<file path="src/verilog/crf_pkg.sv">
// Package: constants and types for the CPU register and flag file
package crf_pkg;
  localparam int DATA_W   = 16;
  localparam int BYTE_W   = 8;
  localparam int NUM_REGS = 8;
  localparam int SEL_W    = 3;
  localparam logic [SEL_W-1:0] SP_INDEX = 3'h7;
  localparam logic [15:0] RESET_VECTOR_ADDR = 16'h0000;
  // Flag bit positions
  localparam int FLAG_I = 7;
  localparam int FLAG_U6 = 6;
  localparam int FLAG_H = 5;
  localparam int FLAG_U4 = 4;
  localparam int FLAG_N = 3;
  localparam int FLAG_Z = 2;
  localparam int FLAG_V = 1;
  localparam int FLAG_C = 0;
  localparam logic [7:0] FLAGS_RESET = 8'h80;
  localparam int NIB_W = 4;
  localparam int BYTE_HALF_BIT = 3;
  localparam int WORD_HALF_BIT = 11;
  localparam logic [3:0] BCD_MAX_DIGIT = 4'h9;
  localparam logic [7:0] BCD_ADJ_LO = 8'h06;
  localparam logic [7:0] BCD_ADJ_HI = 8'h60;
  localparam logic [7:0] BCD_HI_LIMIT = 8'h99;

  // Register write width
  typedef enum logic [1:0] {
    CRF_WR_NONE,
    CRF_WR_WORD,
    CRF_WR_HIGH,
    CRF_WR_LOW
  } crf_wr_t;

  // Flag-file operations
  typedef enum logic [4:0] {
    CRF_OP_NONE,
    CRF_OP_ADD_B,
    CRF_OP_ADDX_B,
    CRF_OP_SUB_B,
    CRF_OP_SUBX_B,
    CRF_OP_CMP_B,
    CRF_OP_NEG_B,
    CRF_OP_ADD_W,
    CRF_OP_SUB_W,
    CRF_OP_CMP_W,
    CRF_OP_LOGIC_B,
    CRF_OP_SHIFT_B,
    CRF_OP_DAA,
    CRF_OP_DAS,
    CRF_OP_BIT_LD,
    CRF_OP_BIT_AND,
    CRF_OP_BIT_OR,
    CRF_OP_BIT_XOR,
    CRF_OP_LOAD_FLAGS,
    CRF_OP_AND_FLAGS,
    CRF_OP_OR_FLAGS,
    CRF_OP_XOR_FLAGS
  } crf_op_t;

  // Branch condition codes
  typedef enum logic [3:0] {
    CRF_CC_T, CRF_CC_F, CRF_CC_HI, CRF_CC_LS, CRF_CC_CC, CRF_CC_CS, CRF_CC_NE, CRF_CC_EQ,
    CRF_CC_VC, CRF_CC_VS, CRF_CC_PL, CRF_CC_MI, CRF_CC_GE, CRF_CC_LT, CRF_CC_GT, CRF_CC_LE
  } crf_cc_t;
endpackage

</file>
<file path="src/verilog/crf_alu_flags.sv">
// Combinational result and flag evaluation for one execute step
`timescale 1ns/1ps
module crf_alu_flags
  import crf_pkg::*;
(
  input  crf_pkg::crf_op_t op,
  input  logic [15:0] opa,
  input  logic [15:0] opb,
  input  logic [2:0]  bit_sel,
  input  logic        bit_invert,
  input  logic        shift_out,
  input  logic [7:0]  flags_in,
  output logic [15:0] result,
  output logic [7:0]  flags_out,
  output logic        result_valid
);
  import crf_pkg::*;

  function automatic logic [16:0] add_w(input logic [15:0] a, input logic [15:0] b, input logic ci);
    add_w = {1'b0, a} + {1'b0, b} + {16'h0000, ci};
  endfunction

  logic [16:0] sum;
  logic [4:0]  nib;
  logic [12:0] low12;
  logic [7:0]  adj;
  logic        bitv;
  logic        cin;
  always_comb begin
    result       = 16'h0000;
    flags_out    = flags_in;
    result_valid = 1'b0;
    sum          = 17'h0_0000;
    nib          = 5'h00;
    low12        = 13'h0000;
    adj          = 8'h00;
    cin          = flags_in[FLAG_C];
    bitv         = opa[bit_sel] ^ bit_invert;
    case (op)
      CRF_OP_ADD_B, CRF_OP_ADDX_B, CRF_OP_SUB_B, CRF_OP_SUBX_B, CRF_OP_CMP_B, CRF_OP_NEG_B: begin
        if (op == CRF_OP_ADD_B || op == CRF_OP_ADDX_B) begin
          sum = add_w({8'h00, opa[7:0]}, {8'h00, opb[7:0]}, (op == CRF_OP_ADDX_B) & cin);
          nib = {1'b0, opa[3:0]} + {1'b0, opb[3:0]} + {4'h0, (op == CRF_OP_ADDX_B) & cin};
        end else begin
          // Subtract as a plus inverted b plus one, or plus zero for SUBX with C set; borrow is the inverted carry
          sum = add_w({8'h00, (op == CRF_OP_NEG_B) ? 8'h00 : opa[7:0]}, {8'h00, ~opb[7:0]},
                      ~((op == CRF_OP_SUBX_B) & cin));
          nib = {1'b0, (op == CRF_OP_NEG_B) ? 4'h0 : opa[3:0]} + {1'b0, ~opb[3:0]}
              + {4'h0, ~((op == CRF_OP_SUBX_B) & cin)};
        end
        result = {8'h00, sum[7:0]};
        result_valid = (op != CRF_OP_CMP_B);
        flags_out[FLAG_H] = (op == CRF_OP_ADD_B || op == CRF_OP_ADDX_B) ? nib[NIB_W] : ~nib[NIB_W];
        flags_out[FLAG_N] = sum[7];
        flags_out[FLAG_Z] = (sum[7:0] == 8'h00);
        if (op == CRF_OP_ADD_B || op == CRF_OP_ADDX_B) begin
          flags_out[FLAG_V] = (opa[7] == opb[7]) && (sum[7] != opa[7]);
          flags_out[FLAG_C] = sum[BYTE_W];
        end else begin
          flags_out[FLAG_V] = (((op == CRF_OP_NEG_B) ? 1'b0 : opa[7]) != opb[7]) && (sum[7] == opb[7]);
          flags_out[FLAG_C] = ~sum[BYTE_W];
        end
      end
      CRF_OP_ADD_W, CRF_OP_SUB_W, CRF_OP_CMP_W: begin
        if (op == CRF_OP_ADD_W) begin
          sum   = add_w(opa, opb, 1'b0);
          low12 = {1'b0, opa[11:0]} + {1'b0, opb[11:0]};
        end else begin
          sum   = add_w(opa, ~opb, 1'b1);
          low12 = {1'b0, opa[11:0]} + {1'b0, ~opb[11:0]} + 13'h0001;
        end
        result = sum[15:0];
        result_valid = (op != CRF_OP_CMP_W);
        flags_out[FLAG_H] = (op == CRF_OP_ADD_W) ? low12[WORD_HALF_BIT+1] : ~low12[WORD_HALF_BIT+1];
        flags_out[FLAG_N] = sum[15];
        flags_out[FLAG_Z] = (sum[15:0] == 16'h0000);
        flags_out[FLAG_V] = (op == CRF_OP_ADD_W) ? ((opa[15] == opb[15]) && (sum[15] != opa[15]))
                                                 : ((opa[15] != opb[15]) && (sum[15] == opb[15]));
        flags_out[FLAG_C] = (op == CRF_OP_ADD_W) ? sum[DATA_W] : ~sum[DATA_W];
      end
      CRF_OP_LOGIC_B: begin
        result = {8'h00, opa[7:0]};
        result_valid = 1'b1;
        flags_out[FLAG_N] = opa[7];
        flags_out[FLAG_Z] = (opa[7:0] == 8'h00);
        flags_out[FLAG_V] = 1'b0;
      end
      CRF_OP_SHIFT_B: begin
        result = {8'h00, opa[7:0]};
        result_valid = 1'b1;
        flags_out[FLAG_N] = opa[7];
        flags_out[FLAG_Z] = (opa[7:0] == 8'h00);
        flags_out[FLAG_V] = 1'b0;
        flags_out[FLAG_C] = shift_out;
      end
      CRF_OP_DAA, CRF_OP_DAS: begin
        // Packed BCD: each nibble one digit, correction steered by H and C, and for DAA also by a low digit above 9 or a byte above 99
        if (flags_in[FLAG_H] || (opa[3:0] > BCD_MAX_DIGIT && op == CRF_OP_DAA)) begin
          adj = adj | BCD_ADJ_LO;
        end
        if (flags_in[FLAG_C] || (opa[7:0] > BCD_HI_LIMIT && op == CRF_OP_DAA)) begin
          adj = adj | BCD_ADJ_HI;
        end
        result = {8'h00, (op == CRF_OP_DAA) ? (opa[7:0] + adj) : (opa[7:0] - adj)};
        result_valid = 1'b1;
        flags_out[FLAG_N] = result[7];
        flags_out[FLAG_Z] = (result[7:0] == 8'h00);
        flags_out[FLAG_C] = ((adj & BCD_ADJ_HI) != 8'h00) | flags_in[FLAG_C];
      end
      CRF_OP_BIT_LD:  flags_out[FLAG_C] = bitv;
      CRF_OP_BIT_AND: flags_out[FLAG_C] = flags_in[FLAG_C] & bitv;
      CRF_OP_BIT_OR:  flags_out[FLAG_C] = flags_in[FLAG_C] | bitv;
      CRF_OP_BIT_XOR: flags_out[FLAG_C] = flags_in[FLAG_C] ^ bitv;
      CRF_OP_LOAD_FLAGS: flags_out = opb[7:0];
      CRF_OP_AND_FLAGS:  flags_out = flags_in & opb[7:0];
      CRF_OP_OR_FLAGS:   flags_out = flags_in | opb[7:0];
      CRF_OP_XOR_FLAGS:  flags_out = flags_in ^ opb[7:0];
      default: flags_out = flags_in;
    endcase
  end
endmodule

</file>
<file path="src/verilog/crf_register_file.sv">
// CPU general registers, program counter and condition flags
`timescale 1ns/1ps
module crf_register_file
  import crf_pkg::*;
#(
  parameter int NREGS = NUM_REGS
)(
  input  logic                   clk,
  input  logic                   rst_n,
  // Register read ports
  input  logic [SEL_W-1:0]       rd_a_sel,
  input  logic [SEL_W-1:0]       rd_b_sel,
  input  logic [SEL_W-1:0]       addr_sel,
  output logic [DATA_W-1:0]      rd_a_word,
  output logic [DATA_W-1:0]      rd_b_word,
  output logic [BYTE_W-1:0]      reg_high_byte,
  output logic [BYTE_W-1:0]      reg_low_byte,
  output logic [DATA_W-1:0]      mem_addr,
  output logic [DATA_W-1:0]      stack_pointer_reg,
  // Register write port
  input  crf_pkg::crf_wr_t       wr_kind,
  input  logic [SEL_W-1:0]       wr_sel,
  input  logic [DATA_W-1:0]      wr_data,
  input  logic                   alu_to_reg,
  // Stack pointer adjust, for push, pop, calls and exceptions
  input  logic                   sp_adjust,
  input  logic [DATA_W-1:0]      sp_delta,
  // Program counter
  input  logic                   pc_load,
  input  logic [DATA_W-1:0]      pc_value,
  input  logic                   pc_advance,
  input  logic                   vector_valid,
  input  logic [BYTE_W-1:0]      vector_even_byte,
  input  logic [BYTE_W-1:0]      vector_odd_byte,
  output logic                   vector_fetch,
  output logic [DATA_W-1:0]      vector_addr,
  output logic [DATA_W-1:0]      program_counter,
  output logic [DATA_W-1:0]      fetch_addr,
  // Flag file
  input  crf_pkg::crf_op_t       flag_op,
  input  logic [DATA_W-1:0]      flag_opb,
  input  logic [2:0]             bit_sel,
  input  logic                   bit_invert,
  input  logic                   shift_out,
  input  logic                   exception_start,
  input  logic                   flags_restore,
  input  logic [BYTE_W-1:0]      restore_even_byte,
  input  logic [BYTE_W-1:0]      restore_odd_byte,
  input  crf_pkg::crf_cc_t       branch_cond,
  output logic [BYTE_W-1:0]      condition_flags,
  output logic [DATA_W-1:0]      flags_push_word,
  output logic                   irq_masked,
  output logic                   branch_taken,
  output logic [DATA_W-1:0]      alu_result
);
  import crf_pkg::*;

  // Selects are three bits wide, so only eight registers can be served
  if (NREGS != NUM_REGS) begin : g_nregs_check
    $error("crf_register_file: NREGS must equal eight");
  end

  ////////////////////////////////////////////////////////////////////////////
  // State
  typedef struct packed {
    logic [NUM_REGS-1:0][DATA_W-1:0] regs;
    logic [DATA_W-1:0]               pc;
    logic [BYTE_W-1:0]               flags;
    logic                            in_reset_fetch;
    logic [DATA_W-1:0]               rd_a;
    logic [DATA_W-1:0]               rd_b;
    logic [BYTE_W-1:0]               hi;
    logic [BYTE_W-1:0]               lo;
    logic [DATA_W-1:0]               addr;
    logic                            taken;
    logic [DATA_W-1:0]               result;
  } crf_state_t;

  crf_state_t state_reg;
  crf_state_t state_next;

  logic [DATA_W-1:0] alu_res;
  logic [BYTE_W-1:0] alu_flags;
  logic              alu_valid;

  crf_alu_flags u_alu (
    .op           (flag_op),
    .opa          (state_reg.regs[rd_a_sel]),
    .opb          (flag_opb),
    .bit_sel      (bit_sel),
    .bit_invert   (bit_invert),
    .shift_out    (shift_out),
    .flags_in     (state_reg.flags),
    .result       (alu_res),
    .flags_out    (alu_flags),
    .result_valid (alu_valid)
  );

  function automatic logic [DATA_W-1:0] even_addr(input logic [DATA_W-1:0] a);
    even_addr = {a[DATA_W-1:1], 1'b0};
  endfunction

  function automatic logic cond_eval(input crf_cc_t cc, input logic [BYTE_W-1:0] f);
    logic n;
    logic z;
    logic v;
    logic c;
    n = f[FLAG_N];
    z = f[FLAG_Z];
    v = f[FLAG_V];
    c = f[FLAG_C];
    case (cc)
      CRF_CC_T:  cond_eval = 1'b1;
      CRF_CC_F:  cond_eval = 1'b0;
      CRF_CC_HI: cond_eval = ~(c | z);
      CRF_CC_LS: cond_eval = c | z;
      CRF_CC_CC: cond_eval = ~c;
      CRF_CC_CS: cond_eval = c;
      CRF_CC_NE: cond_eval = ~z;
      CRF_CC_EQ: cond_eval = z;
      CRF_CC_VC: cond_eval = ~v;
      CRF_CC_VS: cond_eval = v;
      CRF_CC_PL: cond_eval = ~n;
      CRF_CC_MI: cond_eval = n;
      CRF_CC_GE: cond_eval = ~(n ^ v);
      CRF_CC_LT: cond_eval = n ^ v;
      CRF_CC_GT: cond_eval = ~(z | (n ^ v));
      CRF_CC_LE: cond_eval = z | (n ^ v);
      default:   cond_eval = 1'b0;
    endcase
  endfunction

  ////////////////////////////////////////////////////////////////////////////
  // Next state
  always_comb begin
    state_next = state_reg;
    // Register writes; byte writes leave the other half untouched
    case (wr_kind)
      CRF_WR_WORD: state_next.regs[wr_sel] = alu_to_reg ? alu_res : wr_data;
      CRF_WR_HIGH: state_next.regs[wr_sel][15:8] = alu_to_reg ? alu_res[7:0] : wr_data[7:0];
      CRF_WR_LOW:  state_next.regs[wr_sel][7:0] = alu_to_reg ? alu_res[7:0] : wr_data[7:0];
      default: ;
    endcase
    // Stack pointer adjust wins over a same-cycle write to register seven
    if (sp_adjust) begin
      state_next.regs[SP_INDEX] = state_reg.regs[SP_INDEX] + sp_delta;
    end
    // Program counter
    if (state_reg.in_reset_fetch) begin
      if (vector_valid) begin
        state_next.pc = even_addr({vector_even_byte, vector_odd_byte});
        state_next.in_reset_fetch = 1'b0;
      end
    end else if (pc_load) begin
      state_next.pc = even_addr(pc_value);
    end else if (pc_advance) begin
      state_next.pc = state_reg.pc + 16'h0002;
    end
    // Flags: restore, then operations, exception entry forces the mask last
    if (flags_restore) begin
      state_next.flags = restore_even_byte;
    end else if (alu_valid || flag_op != CRF_OP_NONE) begin
      state_next.flags = alu_flags;
    end
    if (exception_start) begin
      state_next.flags[FLAG_I] = 1'b1;
    end
    // Registered read and address outputs
    state_next.rd_a   = state_next.regs[rd_a_sel];
    state_next.rd_b   = state_next.regs[rd_b_sel];
    state_next.hi     = state_next.regs[rd_a_sel][15:8];
    state_next.lo     = state_next.regs[rd_a_sel][7:0];
    state_next.addr   = state_next.regs[addr_sel];
    state_next.taken  = cond_eval(branch_cond, state_next.flags);
    state_next.result = alu_res;
    // Synchronous reset: mask set, PC waits for vector, data left at zero
    if (!rst_n) begin
      state_next = '0;
      state_next.flags = FLAGS_RESET;
      state_next.in_reset_fetch = 1'b1;
    end
  end

  always_ff @(posedge clk) begin
    state_reg <= state_next;
  end

  ////////////////////////////////////////////////////////////////////////////
  // Outputs
  assign rd_a_word         = state_reg.rd_a;
  assign rd_b_word         = state_reg.rd_b;
  assign reg_high_byte     = state_reg.hi;
  assign reg_low_byte      = state_reg.lo;
  assign mem_addr          = state_reg.addr;
  assign stack_pointer_reg = state_reg.regs[SP_INDEX];
  assign program_counter   = state_reg.pc;
  assign fetch_addr        = state_reg.pc;
  assign vector_fetch      = state_reg.in_reset_fetch;
  assign vector_addr       = RESET_VECTOR_ADDR;
  assign condition_flags   = state_reg.flags;
  assign flags_push_word   = {state_reg.flags, state_reg.flags};
  assign irq_masked        = state_reg.flags[FLAG_I];
  assign branch_taken      = state_reg.taken;
  assign alu_result        = state_reg.result;
endmodule

</file>
<file path="config.mk">
export PLATFORM = sky130hd
export DESIGN_NAME = crf_register_file
export DESIGN_NICKNAME = d
export VERILOG_FILES = /design/src/verilog/crf_pkg.sv /design/src/verilog/crf_alu_flags.sv /design/src/verilog/crf_register_file.sv
export SDC_FILE = /design/constraint.sdc
export NUM_CORES = 1
export LEC_CHECK = 0
export BUFFER_PORTS_ARGS = -buffer_cell sky130_fd_sc_hd__buf_2
export CELL_PAD_IN_SITES_DETAIL_PLACEMENT = 2
export CELL_PAD_IN_SITES_GLOBAL_PLACEMENT = 2
export CORE_ASPECT_RATIO = 0.5
export CORE_MARGIN = 2
export CORE_UTILIZATION = 30
export DETAILED_ROUTE_END_ITERATION = 7
export HOLD_SLACK_MARGIN = 0.06
export PLACE_DENSITY_LB_ADDON = 0.08
export SKIP_CTS_REPAIR_TIMING = 1
export SLEW_MARGIN = 20
export SYNTH_ARGS = -nofsm -noshare
export SYNTH_HDL_FRONTEND = slang
export SYNTH_SLANG_ARGS = --single-unit
</file>
<file path="constraint.sdc">
create_clock -name clk -period 9.3 [get_ports clk]
set_input_delay 0 -clock clk [delete_from_list [all_inputs] [get_ports clk]]
set_output_delay 0 -clock clk [all_outputs]
set_load 0.02 [all_outputs]
</file>
# After elaboration in Yosys (flattened, before gate mapping)
# Index checks and enable logic that the tools add are counted.
# Widths: inputs -> output; s select.
[totals]
regBits = 234
input_bits = 133
output_inout_bits = 171
[op_classes]
add_sub_neg = 18
magnitude_cmp = 8
eq_ne = 50
n_mux = 60
bitwise = 30
reduce_logical = 31
[ops]
columns = ["operator", "n"]
rows = [
  ["$bwmux 128", 3],
  ["$pmux 128 s3", 1],
  ["$bmux 16 s3", 4],
  ["$mux 16", 12],
  ["$demux 16 s3", 3],
  ["$pmux 16 s4", 1],
  ["$mux 8", 7],
  ["$eq 5x4->1 const B", 8],
  ["$add 16x16->17", 2],
  ["$mux 17", 2],
  ["$eq 4x4->1 const B", 8],
  ["$eq 5x5->1 const B", 6],
  ["$add 12x12->13", 2],
  ["$mux 13", 2],
  ["$logic_not 8->1", 3],
  ["$eq 5x3->1 const B", 4],
  ["$add 8x8->9", 2],
  ["$add 9x1->9", 2],
  ["$mux 9", 2],
  ["$add 17x1->17 const B", 1],
  ["$add 16x16->16", 1],
  ["$add 16x2->16 const B", 1],
  ["$eq 4x3->1 const B", 4],
  ["$logic_not 16->1", 1],
  ["other kinds (60)", 115],
]

# Depth between registers and ports, before layout
[depth]
depth_word = 18
mapped_depth = 23
ltp_nobuf = 21

# Modules after synthesis
# From an unflattened synthesis, not the netlist that was laid out.
[unflattened]
cells_unflattened = 2409
hier_area_um2 = 19486.2
[modules_own_cells]
columns = ["module", "instances", "cells_each", "area_per_inst_um2", "seq_area_each_um2"]
rows = [
  ["crf_register_file", 1, 1853, 15561.2, 4344.2],
  ["crf_alu_flags", 1, 556, 3925.0, 0.0],
]

# Worst setup path before layout
# Ideal clock, no wire load.
[synth_path]
path_type = "register -> register"
startpoint = "register state_reg, in the netlist stack_pointer_reg[1]"
endpoint = "register state_reg, in the netlist rd_b_word[7]"
t_arrival_ps = 4541
path_slack_ps = 4624
path_stages_with_launch = 20
n_path_buf = 1
period_less_slack_ps = 4676
cell_sequence = "dfxtp_1 > mux4_2 > mux2_4 > o211a_1 > nor2_1 > inv_1 > ha_1 > fa_1 > a211oi_1 > o21bai_1 > a21oi_1 > xnor3_1 > a2111o_1 > a221oi_4 > buf_6 > nor2_1 > a21oi_1 > o21ai_0 > a211oi_1 > a2111oi_1"
[synth_between]
elab_chain_cells = 17
[synth_rtl]
columns = ["element", "line_no", "rtl"]
rows = [
  ["start, declared", "crf_register_file.sv:79", "crf_state_t state_reg;"],
  ["start signal, assigned", "crf_register_file.sv:185", "state_reg <= state_next;"],
  ["branches (longest 15 deep; another with $add 16x16->17)", "n/a", ""],
  ["$bmux 16 s3 *", "crf_register_file.sv:170", "state_next.rd_b = state_next.regs[rd_b_sel];"],
  ["$mux 16 (implied by the code) *", "crf_register_file.sv:170", ""],
]
# Mark *: on every way between the ends. The select of a mux whose other input is x is not followed.
# A chain may end at the register's enable or synchronous reset.

# Final worst setup path
[layout_path]
startpoint = "input port rd_a_sel[2]"
endpoint = "register state_reg, in the netlist mem_addr[15]"
[layout_between]
elab_chain_cells = 17
[layout_rtl]
columns = ["element", "line_no", "rtl"]
rows = [
  ["start, declared", "crf_register_file.sv:11", "input logic [SEL_W-1:0] rd_a_sel,"],
  ["$bmux 16 s3 *", "crf_register_file.sv:88", ".opa (state_reg.regs[rd_a_sel]),"],
  ["$mux 16 (implied by the code) *", "crf_register_file.sv:88", ""],
  ["branches (longest 8 deep; another with $add 16x16->17)", "n/a", ""],
  ["$pmux 16 s4 *", "crf_alu_flags.sv:39", "case (op)"],
  ["$mux 8", "crf_register_file.sv:140", "CRF_WR_HIGH: state_next.regs[wr_sel][15:8] = alu_to_reg ? alu_res[7:0] : wr_data[7:0];"],
  ["$bwmux 128", "crf_register_file.sv:140", ""],
  ["$pmux 128 s3 *", "crf_register_file.sv:138", "case (wr_kind)"],
  ["$mux 16", "crf_register_file.sv:145", "if (sp_adjust) begin"],
  ["$bmux 16 s3 *", "crf_register_file.sv:173", "state_next.addr = state_next.regs[addr_sel];"],
  ["$mux 16 (implied by the code) *", "crf_register_file.sv:173", ""],
]
# Marked as above.

==> metrics.md <==
| Metric | Value |
|---|---|
| Max cap viols | `0` |
| WL final | `93.3 mm` |
| Slew @ Worst Pin | `1290 ps` |
| Worst EP required | `about 10000 ps` |
| Arr. time, crit path | `7880 ps` |
| Yosys top cell area share | `0.220` |
| Nets | `2724` |
| DR iter-0 viols | `1303` |
| CTS tree | `done` |
| Max IR drop VDD | `approximately 120 uV` |
| Area growth syn-to-layout | `11.9%` |
| Adder-Cell Fraction of Synth Area | `0.0589` |
| Layout cells sized above 1 | `0.213` |
| Yosys cell types | `107` |
| Post-synth EDFFs | `0` |
| XOR/XNOR Fraction of Synth Area | `0.0198` |
| Global route overflow | `0` |
| CP endpoint kind | `flip-flop` |
| Fillers | `7494` |
| Initial core utilization | `0.303` |
| WS Path Type | `input pin to flip-flop` |
| 1st-pass router iterations | `4` |
| CTS root buffer | `clkbuf_16` |
| Setup Total Neg Slack | `0 ps` |
| Mux cell area share after synthesis | `0.151` |
| # DRC | `0` |
| Minimum clock period | `7460 ps` |
| Max stage delay on crit path | `1030 ps` |
| Top cells by count, synth | `nor2_1 (277), dfxtp_1 (217), nand2_1 (185)` |
| Final ANT Viol Nets | `0` |
| Post-synthesis sequential area ratio | `0.220` |
| Vert. Die Dim | `185 um` |
| Fraction of registers with async set/reset | `0` |
| Cell taking the most area after synthesis | `dfxtp_1` |
| Worst-Skew Late Latency | `590 ps` |
| # rows | `66` |
| Clock Pin Slew Worst Setup and Hold Paths | `~70 ps` |
| Post-route cell area | `0.0221 mm^2` |
| Crit start category | `input pin` |
| Cell area after synthesis | `0.0197 mm^2` |
| Slew Viols, Final | `0` |
| Cells after synthesis | `2426` |
| Top cells by area, synth | `dfxtp_1 (22%), mux4_2 (9.4%), buf_4 (6.7%)` |
| Global-route wire length before repair | `between 100 and 150 mm` |
| Synth Area per Inst | `8.13 um^2` |
| Final period utilization | `0.802` |
| Leakage | `9.13 nW` |
| Vias in the first global route | `about 20000` |
| Die Area | `0.0679 mm^2` |
| Fmax | `134 MHz` |
| Crit-path most repeated cell | `a21oi_1` |
| Outcome | `completed` |
| Final Hold Vio Count | `0` |
| Post-synthesis simple-gate area fraction | `0.199` |
| Max Clock Skew | `27.5 ps` |
| Clock sinks | `217` |
| Pwr dens | `144 mW/mm^2` |
| CTS H-Tree Depth | `1` |
| Synth Register Bits | `217` |
| Rel. slew slack | `0.113` |
| Final Setup Violations | `0` |
| CTS buffer count | `26` |
| Pin count of the biggest net entering global routing | `72` |
| Top-level port count | `304` |
| Area of the core | `0.0650 mm^2` |
| CP Max Fanout | `47` |
| Max reg flops | `~110` |
| Unrepaired setup endpoints after global routing | `no` |
| Initial antenna violation count | `2` |
| Synth Flop Type | `dfxtp_1` |
| Final RePlAce weighted congestion | `0.904` |
| Post-DR wirelength/cell | `~27 um` |
| Synth Area in Compound Gates | `0.235` |
| All-layer global routing usage | `0.265` |
| Vias/cell | `5.79` |
| Placed Area | `0.0206 mm^2` |
| HPWL after detailed placement | `68.6 mm` |
| Yosys warns | `0` |
| Port Buf Inserts | `around 280` |
| # diodes | `0` |
| Max clock buf depth | `3` |
| Tot Pwr | `3.18 mW` |
| Worst Hold Class | `input pin to flip-flop` |
| Main combinational cell family by area after synthesis | `compound AO/OA/AOI/OAI gates` |
| CP max-delay cell | `a221oi_4` |
| Worst path cell trace | `dlygate4sd3_1 > buf_4 > buf_4 > mux4_1 > mux2i_1 > and2_1 > o31ai_1 > nor2_1 > ha_1 > a21oi_1 > ha_1 > o21ai_0 > o21bai_1 > a21oi_1 > xnor3_1 > a2111o_1 > a221oi_4 > inv_1 > o21ai_0 > mux4_2 > nand2b_1 > a21oi_1` |
| Total number of vias | `19700` |
| Most numerous cell in the Yosys netlist | `nor2_1` |
| Die W | `367 um` |
[stage by stage]
| stage | hold WS [ps] | worst slack (ps) | instances | util |
|---|---|---|---|---|
| 2_1_floorplan | 130 | 4620 | 2443 | - |
| 3_3_place_gp | 241 | 2160 | 3305 | 0.317 |
| 3_5_place_dp | 263 | 2100 | 3305 | 0.317 |
| 4_1_cts | -334 | 2260 | 3351 | 0.331 |
| 5_1_grt | 61.8 | 1670 | 3405 | 0.340 |
| 6_report | 18.0 | 1840 | 3405 | 0.340 |
[metal layers]
layer  wire [um]  part of all wire  track usage  up-vias
met5           0                 0            0        -
met4        2400             0.026       0.0698        0
met3        4000             0.043       0.0276      106
met2       44800              0.48        0.456      514
met1       42100              0.45        0.355    10200
li1            -                 -            -     8901
[cell usage in the layout (no fill, tap or decap), types with 47 or more instances in the layout]
cell / n
nand2_1: 185
mux4_2: 82
a21oi_1: 149
and2_1: 83
o21ai_0: 147
dlygate4sd3_1: 53
dfxtp_1: 217
inv_1: 66
nor3_1: 47
buf_2: 274
nor2_1: 275
ha_1: 80
mux2i_1: 49
[worst max-delay path: cells and delay by family]
kind | cells | cell delay (ps)
AO/OA/AOI/OAI | 9 | 2850
buffers and inverters | 4 | 1790
multiplexers | 3 | 1680
AND/OR/NAND/NOR | 3 | 620
adder cells (fa/ha/maj) | 2 | 570
XOR/XNOR | 1 | 270
[cells by family (layout without fill, tap and decap cells)]
family	after synthesis	in the layout
other cells	1	18
mux	175	175
xor+xnor	43	43
simple gates	811	811
compound gates	680	680
flops	217	217
fa+ha+maj	88	88
buf+inv	411	489
[report_power, final]
group	switching, mW	internal, mW
combinational	0.647	0.342
sequential	0.0500	0.975
clock	0.486	0.679
[path summary, 6_finish.rpt]
path,startpoint,to,slack [ps],depth (start not counted)
max reg2reg,stack_pointer_reg[3],mem_addr[15],2050,20
min,branch_cond[0],branch_taken,20,4
max,rd_a_sel[2],mem_addr[15],1840,22
min reg2reg,state_reg[203],state_reg[203],550,2
[cell type report]
type	count	area, um^2	area share
Clock buffer	31	699	0.0317
Inverter	75	287	0.0130
Clock inverter	15	241	0.0109
Multi-Input combinational cell	1815	13200	0.597
Tap cell	884	1110	0.0501
Timing Repair Buffer	368	2210	0.100
Sequential cell	217	4340	0.197
No activity file was read; power rests on OpenSTA's default activity.
